### config.mk
export PLATFORM = sky130hd
export DESIGN_NAME = dbg_access_regs_flat
export DESIGN_NICKNAME = d
export VERILOG_FILES = /design/src/rtl/dbg_access_pkg.sv /design/src/rtl/dbg_access_if.sv /design/src/rtl/dbg_access_regs.sv /design/src/flat_wrapper.sv
export SDC_FILE = /design/constraint.sdc
export NUM_CORES = 1
export LEC_CHECK = 0
export ABC_AREA = 1
export BUFFER_PORTS_ARGS = -buffer_cell sky130_fd_sc_hd__buf_2
export CAP_MARGIN = 40
export CORE_MARGIN = 4
export CORE_UTILIZATION = 45
export CTS_CLUSTER_DIAMETER = 100
export DETAILED_ROUTE_END_ITERATION = 6
export PLACE_DENSITY_LB_ADDON = 0.05
export SLEW_MARGIN = 20
export SYNTH_ARGS = -nofsm -noshare
export SYNTH_HDL_FRONTEND = slang
export SYNTH_SLANG_ARGS = --single-unit
### constraint.sdc
create_clock -name SYS_CLK -period 1 [get_ports SYS_CLK]
set_input_delay 0.05 -clock SYS_CLK [delete_from_list [all_inputs] [get_ports SYS_CLK]]
set_output_delay 0.05 -clock SYS_CLK [all_outputs]
set_load 0.005 [all_outputs]
### src/rtl/dbg_access_pkg.sv
// Shared constants for the debug access system registers
package dbg_access_pkg;

  // ----------------------------------------------------------------
  // Link register offsets
  // ----------------------------------------------------------------
  localparam logic [3:0] OFF_RESET_REQ   = 4'h8;
  localparam logic [3:0] OFF_CLOCK_SEL   = 4'h9;
  localparam logic [3:0] OFF_SYS_CONTROL = 4'ha;
  localparam logic [3:0] OFF_SYS_STATUS  = 4'hb;
  localparam logic [3:0] OFF_CRC_STATUS  = 4'hc;

  // ----------------------------------------------------------------
  // Field positions and values
  // ----------------------------------------------------------------
  localparam logic [7:0] RESET_SIGNATURE  = 8'h59;
  localparam int         BIT_CLOCK_REQ    = 0;
  localparam int         BIT_UROW_FINAL   = 1;
  localparam int         BIT_LOCKED       = 0;
  localparam int         BIT_UROW_ALLOWED = 2;
  localparam int         BIT_NVM_ALLOWED  = 3;
  localparam int         BIT_IN_SLEEP     = 4;
  localparam int         BIT_RESET_ACTIVE = 5;

  localparam logic [1:0] CLKSEL_RESERVED = 2'h0;
  localparam logic [1:0] CLKSEL_16MHZ    = 2'h1;
  localparam logic [1:0] CLKSEL_8MHZ     = 2'h2;
  localparam logic [1:0] CLKSEL_4MHZ     = 2'h3;
  localparam logic [1:0] CLKSEL_RESET    = CLKSEL_4MHZ;

  localparam logic [2:0] CRC_OFF       = 3'h0;
  localparam logic [2:0] CRC_BUSY      = 3'h1;
  localparam logic [2:0] CRC_DONE_OK   = 3'h2;
  localparam logic [2:0] CRC_DONE_FAIL = 3'h4;

  // Synchroniser reset: locked bit (index 6) starts high
  localparam logic [9:0] SYNC_RESET = 10'h040;

  // ----------------------------------------------------------------
  // Controller command registers
  // ----------------------------------------------------------------
  localparam logic [1:0] CMD_TARGET  = 2'h0;
  localparam logic [1:0] CMD_DATA    = 2'h1;
  localparam logic [1:0] CMD_CONTROL = 2'h2;
  localparam logic [1:0] CMD_STATUS  = 2'h3;
  localparam int         CTL_GO_WRITE = 0;
  localparam int         CTL_GO_READ  = 1;
  localparam int         CTL_FAST_OK  = 2;
  localparam int         STS_BUSY     = 0;
  localparam int         STS_DONE     = 1;

endpackage : dbg_access_pkg

### src/rtl/dbg_access_if.sv
// Register link between debug controller and device access layer
`timescale 1ns/100ps
interface dbg_access_if;
  logic       link_wr;
  logic       link_rd;
  logic [3:0] link_addr;
  logic [7:0] link_wdata;
  logic [7:0] link_rdata;

  modport device (input link_wr, link_rd, link_addr, link_wdata, output link_rdata);
  modport host   (output link_wr, link_rd, link_addr, link_wdata, input link_rdata);
endinterface : dbg_access_if

### src/rtl/dbg_access_regs.sv
// Device end: access layer system control and status registers
// Operation
// RULE1 - Signature write holds system reset
// RULE2 - Other value write releases held reset
// RULE3 - Read bit0 shows held reset, rest zero
// RULE4 - System reset leaves debug logic intact
// RULE5 - Clock select codes 16/8/4 MHz, default 4
// RULE6 - Debugger keeps 4 MHz unless brown-out highest
// RULE7 - User row final write starts programming
// RULE8 - User row final needs decoded key
// RULE9 - Debugger fills RAM before final bit
// RULE10 - Clock request bit requests system clock
// RULE11 - Clock request set on enable, cleared disable
// RULE12 - Reset active status, cleared on read
// RULE13 - In-sleep status while system sleeps
// RULE14 - NVM programming allowed, then reset system
// RULE15 - User row allowed status, then final bit
// RULE16 - Lock status reads one while locked
// RULE17 - CRC status one-hot scan state
// RULE18 - Registers reachable only over debug link
// RULE19 - Disable drops clock request, resets logic
// RULE20 - Reserved clock code keeps previous selection
//
// Chosen here: the strobed register port.
`timescale 1ns/100ps
module dbg_access_regs (
  // Clock and reset
  input  wire logic                   SYS_CLK,
  input  wire logic                   RESETN,
  // Debug link
  dbg_access_if.device                LINK,
  // System side status, asynchronous to this clock
  input  wire logic                   DEBUG_DISABLE,
  input  wire logic                   SYSTEM_IN_RESET,
  input  wire logic                   SYSTEM_IN_SLEEP,
  input  wire logic                   NVM_PROGRAMMING_ALLOWED,
  input  wire logic                   USER_ROW_PROGRAMMING_ALLOWED,
  input  wire logic                   USER_ROW_WRITE_KEY,
  input  wire logic                   DEVICE_LOCKED,
  input  wire logic [2:0]             CRC_SCAN_STATE,
  // System side controls
  output logic                        SYSTEM_RESET_HOLD,
  output logic                        SYSTEM_CLOCK_REQUEST,
  output logic [1:0]                  DEBUG_CLOCK_SELECT,
  output logic                        USER_ROW_FINAL_START
);
  import dbg_access_pkg::*;

  // ----------------------------------------------------------------
  // State
  // ----------------------------------------------------------------
  typedef struct packed {
    logic [9:0] sync_a;
    logic [9:0] sync_b;
    logic       disabled_prev;
    logic       reset_hold;
    logic [1:0] clock_sel;
    logic       clock_req;
    logic       urow_start;
    logic       reset_seen;
    logic [7:0] rdata;
  } state_s;

  state_s st;
  state_s next_st;

  // Synchronised status, second stage only
  logic       s_disable;
  logic       s_sys_reset;
  logic       s_sleep;
  logic       s_nvm_ok;
  logic       s_urow_ok;
  logic       s_urow_key;
  logic       s_locked;
  logic [2:0] s_crc;

  assign s_disable   = st.sync_b[0];
  assign s_sys_reset = st.sync_b[1];
  assign s_sleep     = st.sync_b[2];
  assign s_nvm_ok    = st.sync_b[3];
  assign s_urow_ok   = st.sync_b[4];
  assign s_urow_key  = st.sync_b[5];
  assign s_locked    = st.sync_b[6];
  assign s_crc       = st.sync_b[9:7];

  // Access decode; only the debug link reaches these registers [RULE18]
  logic wr_reset;
  logic wr_clock;
  logic wr_control;
  logic rd_status;

  assign wr_reset   = LINK.link_wr && (LINK.link_addr == OFF_RESET_REQ);
  assign wr_clock   = LINK.link_wr && (LINK.link_addr == OFF_CLOCK_SEL);
  assign wr_control = LINK.link_wr && (LINK.link_addr == OFF_SYS_CONTROL);
  assign rd_status  = LINK.link_rd && (LINK.link_addr == OFF_SYS_STATUS);

  // Live system reset view, including our own hold
  logic reset_now;
  assign reset_now = s_sys_reset || st.reset_hold;

  // ----------------------------------------------------------------
  // Next state
  // ----------------------------------------------------------------
  always_comb begin
    next_st            = st;
    next_st.sync_a     = {CRC_SCAN_STATE, DEVICE_LOCKED, USER_ROW_WRITE_KEY,
                          USER_ROW_PROGRAMMING_ALLOWED, NVM_PROGRAMMING_ALLOWED,
                          SYSTEM_IN_SLEEP, SYSTEM_IN_RESET, DEBUG_DISABLE};
    next_st.sync_b     = st.sync_a;
    next_st.disabled_prev = s_disable;
    next_st.urow_start = 1'b0;
    next_st.rdata      = 8'h00;

    if (s_disable) begin
      // Disabled: all configuration back to defaults, request lowered [RULE19]
      next_st.reset_hold = 1'b0;
      next_st.clock_sel  = CLKSEL_RESET;
      next_st.clock_req  = 1'b0; // [RULE11]
      next_st.reset_seen = 1'b0;
    end else begin
      if (st.disabled_prev) begin
        next_st.clock_req = 1'b1; // [RULE11]
      end

      // Reset request register
      if (wr_reset) begin
        if (LINK.link_wdata == RESET_SIGNATURE) begin
          next_st.reset_hold = 1'b1; // [RULE1]
        end else begin
          next_st.reset_hold = 1'b0; // [RULE2]
        end
      end

      // Clock select; reserved code leaves selection alone
      if (wr_clock && (LINK.link_wdata[1:0] != CLKSEL_RESERVED)) begin // [RULE20]
        next_st.clock_sel = LINK.link_wdata[1:0]; // [RULE5]
      end

      // System control
      if (wr_control) begin
        next_st.clock_req = LINK.link_wdata[BIT_CLOCK_REQ]; // [RULE10]
        if (s_urow_key && LINK.link_wdata[BIT_UROW_FINAL]) begin // [RULE8]
          next_st.urow_start = 1'b1; // [RULE7] [RULE15]
        end
      end

      // Sticky reset seen; a reset present in the read cycle survives [RULE12]
      if (rd_status) begin
        next_st.reset_seen = reset_now;
      end else if (reset_now) begin
        next_st.reset_seen = 1'b1;
      end

      // Read data, valid the cycle after the read strobe
      if (LINK.link_rd) begin
        case (LINK.link_addr)
          OFF_RESET_REQ: begin
            next_st.rdata = {7'h00, st.reset_hold}; // [RULE3]
          end
          OFF_CLOCK_SEL: begin
            next_st.rdata = {6'h00, st.clock_sel};
          end
          OFF_SYS_CONTROL: begin
            next_st.rdata = {7'h00, st.clock_req};
          end
          OFF_SYS_STATUS: begin
            next_st.rdata[BIT_RESET_ACTIVE] = st.reset_seen || reset_now; // [RULE12]
            next_st.rdata[BIT_IN_SLEEP]     = s_sleep;   // [RULE13]
            next_st.rdata[BIT_NVM_ALLOWED]  = s_nvm_ok;  // [RULE14]
            next_st.rdata[BIT_UROW_ALLOWED] = s_urow_ok; // [RULE15]
            next_st.rdata[BIT_LOCKED]       = s_locked;  // [RULE16]
          end
          OFF_CRC_STATUS: begin
            next_st.rdata = {5'h00, s_crc}; // [RULE17]
          end
          default: begin
            next_st.rdata = 8'h00;
          end
        endcase
      end
    end
  end

  // ----------------------------------------------------------------
  // Registers
  // ----------------------------------------------------------------
  // Only RESETN and the disable input clear this logic; the system
  // reset we drive never loops back here [RULE4]
  always_ff @(posedge SYS_CLK or negedge RESETN) begin
    if (!RESETN) begin
      st.sync_a        <= SYNC_RESET;
      st.sync_b        <= SYNC_RESET;
      st.disabled_prev <= 1'b0;
      st.reset_hold    <= 1'b0;
      st.clock_sel     <= CLKSEL_RESET; // [RULE5]
      st.clock_req     <= 1'b1;         // [RULE11]
      st.urow_start    <= 1'b0;
      st.reset_seen    <= 1'b0;
      st.rdata         <= 8'h00;
    end else begin
      st <= next_st;
    end
  end

  // ----------------------------------------------------------------
  // Outputs
  // ----------------------------------------------------------------
  assign LINK.link_rdata          = st.rdata;
  assign SYSTEM_RESET_HOLD    = st.reset_hold;
  assign SYSTEM_CLOCK_REQUEST = st.clock_req;
  assign DEBUG_CLOCK_SELECT   = st.clock_sel;
  assign USER_ROW_FINAL_START = st.urow_start;

endmodule : dbg_access_regs

### src/flat_wrapper.sv
// flat-port wrapper written by rule: the top's interface ports become plain ports
module dbg_access_regs_flat import dbg_access_pkg::*;
  (SYS_CLK, RESETN, DEBUG_DISABLE, SYSTEM_IN_RESET, SYSTEM_IN_SLEEP, NVM_PROGRAMMING_ALLOWED, USER_ROW_PROGRAMMING_ALLOWED, USER_ROW_WRITE_KEY, DEVICE_LOCKED, CRC_SCAN_STATE, SYSTEM_RESET_HOLD, SYSTEM_CLOCK_REQUEST, DEBUG_CLOCK_SELECT, USER_ROW_FINAL_START, LINK_link_wr, LINK_link_rd, LINK_link_addr, LINK_link_wdata, LINK_link_rdata);
  dbg_access_if LINK_i ();
  input  wire logic SYS_CLK;
  input  wire logic RESETN;
  input  wire logic DEBUG_DISABLE;
  input  wire logic SYSTEM_IN_RESET;
  input  wire logic SYSTEM_IN_SLEEP;
  input  wire logic NVM_PROGRAMMING_ALLOWED;
  input  wire logic USER_ROW_PROGRAMMING_ALLOWED;
  input  wire logic USER_ROW_WRITE_KEY;
  input  wire logic DEVICE_LOCKED;
  input  wire logic [2:0] CRC_SCAN_STATE;
  output logic SYSTEM_RESET_HOLD;
  output logic SYSTEM_CLOCK_REQUEST;
  output logic [1:0] DEBUG_CLOCK_SELECT;
  output logic USER_ROW_FINAL_START;
  input wire logic [$bits(LINK_i.link_wr)-1:0] LINK_link_wr;
  input wire logic [$bits(LINK_i.link_rd)-1:0] LINK_link_rd;
  input wire logic [$bits(LINK_i.link_addr)-1:0] LINK_link_addr;
  input wire logic [$bits(LINK_i.link_wdata)-1:0] LINK_link_wdata;
  output wire logic [$bits(LINK_i.link_rdata)-1:0] LINK_link_rdata;
  assign LINK_i.link_wr = LINK_link_wr;
  assign LINK_i.link_rd = LINK_link_rd;
  assign LINK_i.link_addr = LINK_link_addr;
  assign LINK_i.link_wdata = LINK_link_wdata;
  assign LINK_link_rdata = LINK_i.link_rdata;
  dbg_access_regs u_core (.SYS_CLK(SYS_CLK), .RESETN(RESETN), .LINK(LINK_i), .DEBUG_DISABLE(DEBUG_DISABLE), .SYSTEM_IN_RESET(SYSTEM_IN_RESET), .SYSTEM_IN_SLEEP(SYSTEM_IN_SLEEP), .NVM_PROGRAMMING_ALLOWED(NVM_PROGRAMMING_ALLOWED), .USER_ROW_PROGRAMMING_ALLOWED(USER_ROW_PROGRAMMING_ALLOWED), .USER_ROW_WRITE_KEY(USER_ROW_WRITE_KEY), .DEVICE_LOCKED(DEVICE_LOCKED), .CRC_SCAN_STATE(CRC_SCAN_STATE), .SYSTEM_RESET_HOLD(SYSTEM_RESET_HOLD), .SYSTEM_CLOCK_REQUEST(SYSTEM_CLOCK_REQUEST), .DEBUG_CLOCK_SELECT(DEBUG_CLOCK_SELECT), .USER_ROW_FINAL_START(USER_ROW_FINAL_START));
endmodule
# ---- After elaboration in Yosys (flattened, before gate mapping)
# Index checks and enable logic that the tools add are counted.
dict set report word_totals {
  register_bits 33
  latch_bits 0
  mem_bits_rw 0
  rom_bits 0
  input_bits 26
  out_inout_bits 13
  wordCells 44
  memories 0
}
dict set report op_classes {
  add_sub_neg 0
  n_mul 0
  n_div 0
  magnitude_cmp 0
  eq_ne 6
  n_shift 0
  n_mux 16
  bitwise 0
  n_reduce_logical 13
}
# cell count
set ops {}
lappend ops {{equality test 4 bit, second input constant} 5}
lappend ops {{two-way mux 6 bit} 2}
lappend ops {{equality test 8 x 7 -> 1 bit, second input constant} 1}
lappend ops {{two-way mux 1 bit} 8}
lappend ops {{case mux 4 bit (2 select lines)} 1}
lappend ops {{logical AND 1 bit} 6}
lappend ops {{nonzero test 2 bit} 3}
lappend ops {{nonzero test 3 bit} 2}
lappend ops {{case mux 1 bit (5 select lines)} 1}
lappend ops {{two-way mux 2 bit} 2}
lappend ops {{two-way mux 4 bit} 1}
lappend ops {{logical OR 1 bit} 2}
lappend ops {{case mux 1 bit (2 select lines)} 1}

# ---- Depth between registers and ports, before layout
dict set report logic_depth {
  depth_word 5
  ltp_mapped 7
  ltp_nobuf 7
}

# ---- Least setup slack after synthesis
# OpenSTA, ideal clock, no wires.
dict set report synth_timing {
  path_kind {register to register}
  from {register u_core.st, in the netlist u_core.SYSTEM_RESET_HOLD}
  to {register u_core.st[8] (netlist name)}
  setup_ns 0.122
  arrival_ns 0.837
  setup_slack_ns 0.041
  stages_incl_launch_ff 4
  path_buffers 0
  period_less_slack_ns 0.959
  path_cell_list {dfrtp_1 -> or2_1 -> nor3_1 -> nor3_1}
}
dict set report synth_via {
  elab_chain_cells 3
  elab_cells_between_ends 4
  cone_classes {mux: 2; reduce/logical: 2}
}
# element line_no
set synth_lines {}
lappend synth_lines {{start, declared} dbg_access_regs.sv:64} ;# state_s st;
lappend synth_lines {{start signal, assigned} dbg_access_regs.sv:201} ;# st <= next_st;
lappend synth_lines {{logical OR 1 bit *} dbg_access_regs.sv:99} ;# assign reset_now = s_sys_reset || st.reset_hold;
lappend synth_lines {{two-way mux 1 bit} dbg_access_regs.sv:148} ;# if (rd_status) begin
lappend synth_lines {{two-way mux 1 bit} dbg_access_regs.sv:114} ;# if (s_disable) begin
# Mark *: on every way between the ends. The rest lies on a longest branch, timed or not.
# A chain may end at the register's enable or synchronous reset.

# ---- Worst setup path in the final report
dict set report layout_timing {
  from {register u_core.st, in the netlist u_core.DEBUG_CLOCK_SELECT[1]}
  to {output port DEBUG_CLOCK_SELECT[1]}
}
# element line_no
set layout_rtl {}
lappend layout_rtl {{end, declared} flat_wrapper.sv:17} ;# output logic [1:0] DEBUG_CLOCK_SELECT;
# No word-level cell between the ends.

==> results.py <==
metrics = {
    "routing": {
        "wl_per_cell_um": 11.1,
        "route.detailed.drc": 0,
        "vias_per_cell": 4.56,
        "num_vias": 953,
        "routed_wl_um": 2320,
        "drt-pass1-iter-count": 4,
        "first_iter_violations": 23,
        "antenna_left": 0,
    },
    "outcome": {
        "violations": "setup timing",
        "outcome": "complete, but fails checks",
    },
    "floorplanning": {
        "dieWidth_um": 61.7,
        "dieArea_mm2": 0.00380,
        "num_io_pins": 39,
        "initial_core_util_pct": 47.0,
        "fp.dieH_um": 61.7,
        "rows": 19,
        "core-area_mm2": 0.00276,
    },
    "setup_path": {
        "critPathKind": "reg2out",
        "critPathBufInv": 1,
        "cp_top_family": "flip-flops",
        "required_ns": 0.95,
        "critPathCaptureType": "output port",
        "worstSetupStartpointType": "register",
        "path_cells": "buf_2",
        "cp_slowest_cell": "dfstp_2",
        "cp.arrival_ns": 0.97,
        "critPathMaxStageDelay_ns": 0.54,
        "worstPathMaxFanout": 2,
    },
    "timing": {
        "clock_skew_ns": 0.00595,
        "finalWorstSetupSlack_ns": -0.0228,
        "finalCritPeriodShare_pct": 102,
        "slew_viol_final": 0,
        "post-route-min-period_ns": 1.02,
        "rsz0062_at_grt": "yes",
        "hold_viol": 0,
        "max_freq_ghz": 0.978,
        "timing.hold.ws_ns": 0.0157,
        "setup_viol": 4,
    },
    "pwr": {
        "p_sw_uw": 609,
        "ir_drop_uv": 1490,
        "p_leak_uw": 0.000908,
        "cellInternalPower_uw": 2130,
        "power_frac_seq_pct": 51.9,
        "power_density_mw_per_mm2": 1580,
        "pwr-share-comb_pct": 9.9,
        "p_sw_share_pct": 22.2,
        "p_clk_share_pct": 38.2,
    },
    "cts": {
        "clock_path_buffers": 2,
        "cts_made_buffers": 5,
        "cts.sinks": 33,
        "ctsHtreeMaxLevel": 2,
        "insertion_delay_ns": 0.33,
        "root_buffer": "clkbuf_4",
        "clk_pin_slew_ns": 0.11,
        "tritoncts": "yes",
    },
    "global_route": {
        "grt_max_degree": 34,
        "antenna_found_initial": 0,
        "grt_pass1_wl_um": 3850,
        "grt-busiest-layer": "met2",
        "gr-usage-met1_pct": 16.8,
        "grt.overflow.total": 0,
        "track_usage_pct": 14.5,
        "grtUsageMet2_pct": 23.8,
        "met3_usage_pct": 4.40,
        "grt_pass1_vias": 924,
    },
    "placed_design": {
        "dp_hpwl_um": 1610,
        "place.gp.congestion": 0.791,
        "io_buffers": 36,
        "placed_area_mm2": 0.00147,
    },
    "logic_synthesis": {
        "syn_inst": 124,
        "synth_top_area_cell": "dfrtp_1",
        "ys_ff_latch": 33,
        "ys.flop_type": "dfrtp_1",
        "synth_enable_flop_cells": 0,
        "ys_warn_count": 0,
        "yosysUniqueCellTypes": 21,
        "ys_async_sr_fraction_pct": 100,
        "syn_area_per_cell_um2": 10.5,
        "ys_top_cells_by_area": "dfrtp_1, dfstp_2, buf_4, nand2_1, nand3_1",
        "synth_top_area_share_pct": 54.1,
        "syn-cell-area_mm2": 0.00130,
        "yosysSeqAreaShare_pct": 64.2,
    },
    "final_layout": {
        "nNetsFinal": 203,
        "fin_util_pct": 62.9,
        "area_growth_pct": 33.8,
        "fin_area_mm2": 0.00173,
        "drive_gt1_share_pct": 40.4,
        "diodes": 0,
    },
    "flow_run": {
        "cap_violations": 0,
    },
    "min_path": {
        "hp-class": "in2reg",
    },
}
==> layout make-up <==
class | instances | area [um2]
timing repair buffer | 55 | 365
sequential | 33 | 833
fill | 228 | 1020
multi-input combinational | 64 | 327
clock inverter | 2 | 37.5
tap | 31 | 38.8
inverter | 18 | 81.3
clock buffer | 6 | 51.3
==> repair_timing <==
| item | CTS | global route |
|---|---|---|
| cloned | 0 | 0 |
| setup buffers | 3 | 0 |
| gates resized for setup | 4 | 3 |
| hold buffers | 13 | 0 |
| pin swaps | 0 | 2 |
| hold endpoints to repair | 40 | 0 |
| endpoints found under the setup margin | 5 | 9 |
==> registers in the layout, summed over array words and instances, names as in the netlist, 2 cells and up <==
name and count:
u_core.next_st 11, u_core.DEBUG_CLOCK_SELECT 2, u_core.LINK.link_rdata 6, u_core.st 2, u_core.s_crc 3
==> kinds of logic after synthesis <==
| kind of cell | after synthesis | synth area share (%) |
|---|---|---|
| AOI/OAI and AO/OA | 5 | 2.41 |
| buffers and inverters | 28 | 12.1 |
| DFF | 33 | 64.2 |
| other | 1 | 0.289 |
| and+or+nand+nor | 57 | 21.0 |
==> layout by cell type (no fill, tap or decap), types with 2 or more instances in the layout <==
cell,n
buf_2,35
dfrtp_1,27
nand2_1,19
dlygate4sd3_1,13
nor2_1,12
nand3_1,12
inv_1,11
inv_2,5
clkbuf_4,5
buf_4,5
dfstp_2,5
nand2_2,3
a21oi_1,3
nor2_2,2
nor3_1,2
nand4_1,2
conb_1,2
buf_6,2
==> per-layer routing <==
metal | vias to the layer above | routed length [um]
li1 | 477 | -
met5 | - | 0
met1 | 435 | 955
met3 | 6 | 169
met4 | 0 | 63
met2 | 35 | 1130
==> power by group through the flow <==
stage,clock network [uW],registers (uW),logic [uW]
after floorplan,0,1450,112
after global placement,0,1450,207
after detailed placement,0,1450,211
after CTS,1070,1420,271
after global routing,1130,1430,306
final,1050,1420,271
==> stage by stage <==
step | power, uW | TNS, ns | cells | setup WS (ns)
after global routing | 2870 | -0.314 | 209 | -0.0754
after global placement | 1660 | 0 | 185 | 0.0523
after detailed placement | 1660 | 0 | 185 | 0.0337
after floorplan | 1560 | 0 | 125 | 0.0407
after CTS | 2770 | -0.156 | 209 | -0.0456
final | 2740 | -0.0558 | 209 | -0.0228
==> Yosys cell counts (2+ instances only) <==
cell      n
nand2_1  19
nand3_1  13
inv_1    11
dfrtp_1  28
dfstp_2   5
nand2_2   3
inv_2     5
nor2_1   14
nand4_1   2
a21oi_1   3
buf_4    10
nor3_1    2
==> worst paths after layout <==
check | cells after the start | endpoint | slack (ns) | startpoint
setup / recovery | 1 | DEBUG_CLOCK_SELECT[1] | -0.02 | u_core.DEBUG_CLOCK_SELECT[1]
hold / removal | 3 | u_core.LINK.link_rdata[0] | 0.02 | LINK_link_addr[3]
setup reg to reg | 5 | u_core.LINK.link_rdata[0] | 0.04 | u_core.DEBUG_CLOCK_SELECT[0]
hold reg to reg | 0 | u_core.s_crc[0] | 0.36 | u_core.next_st[22]
max in group asynchronous | 3 | u_core.s_locked | 0.41 | RESETN
min in group asynchronous | 3 | u_core.USER_ROW_FINAL_START | 0.26 | RESETN
Power figures use the tool's default switching activity.
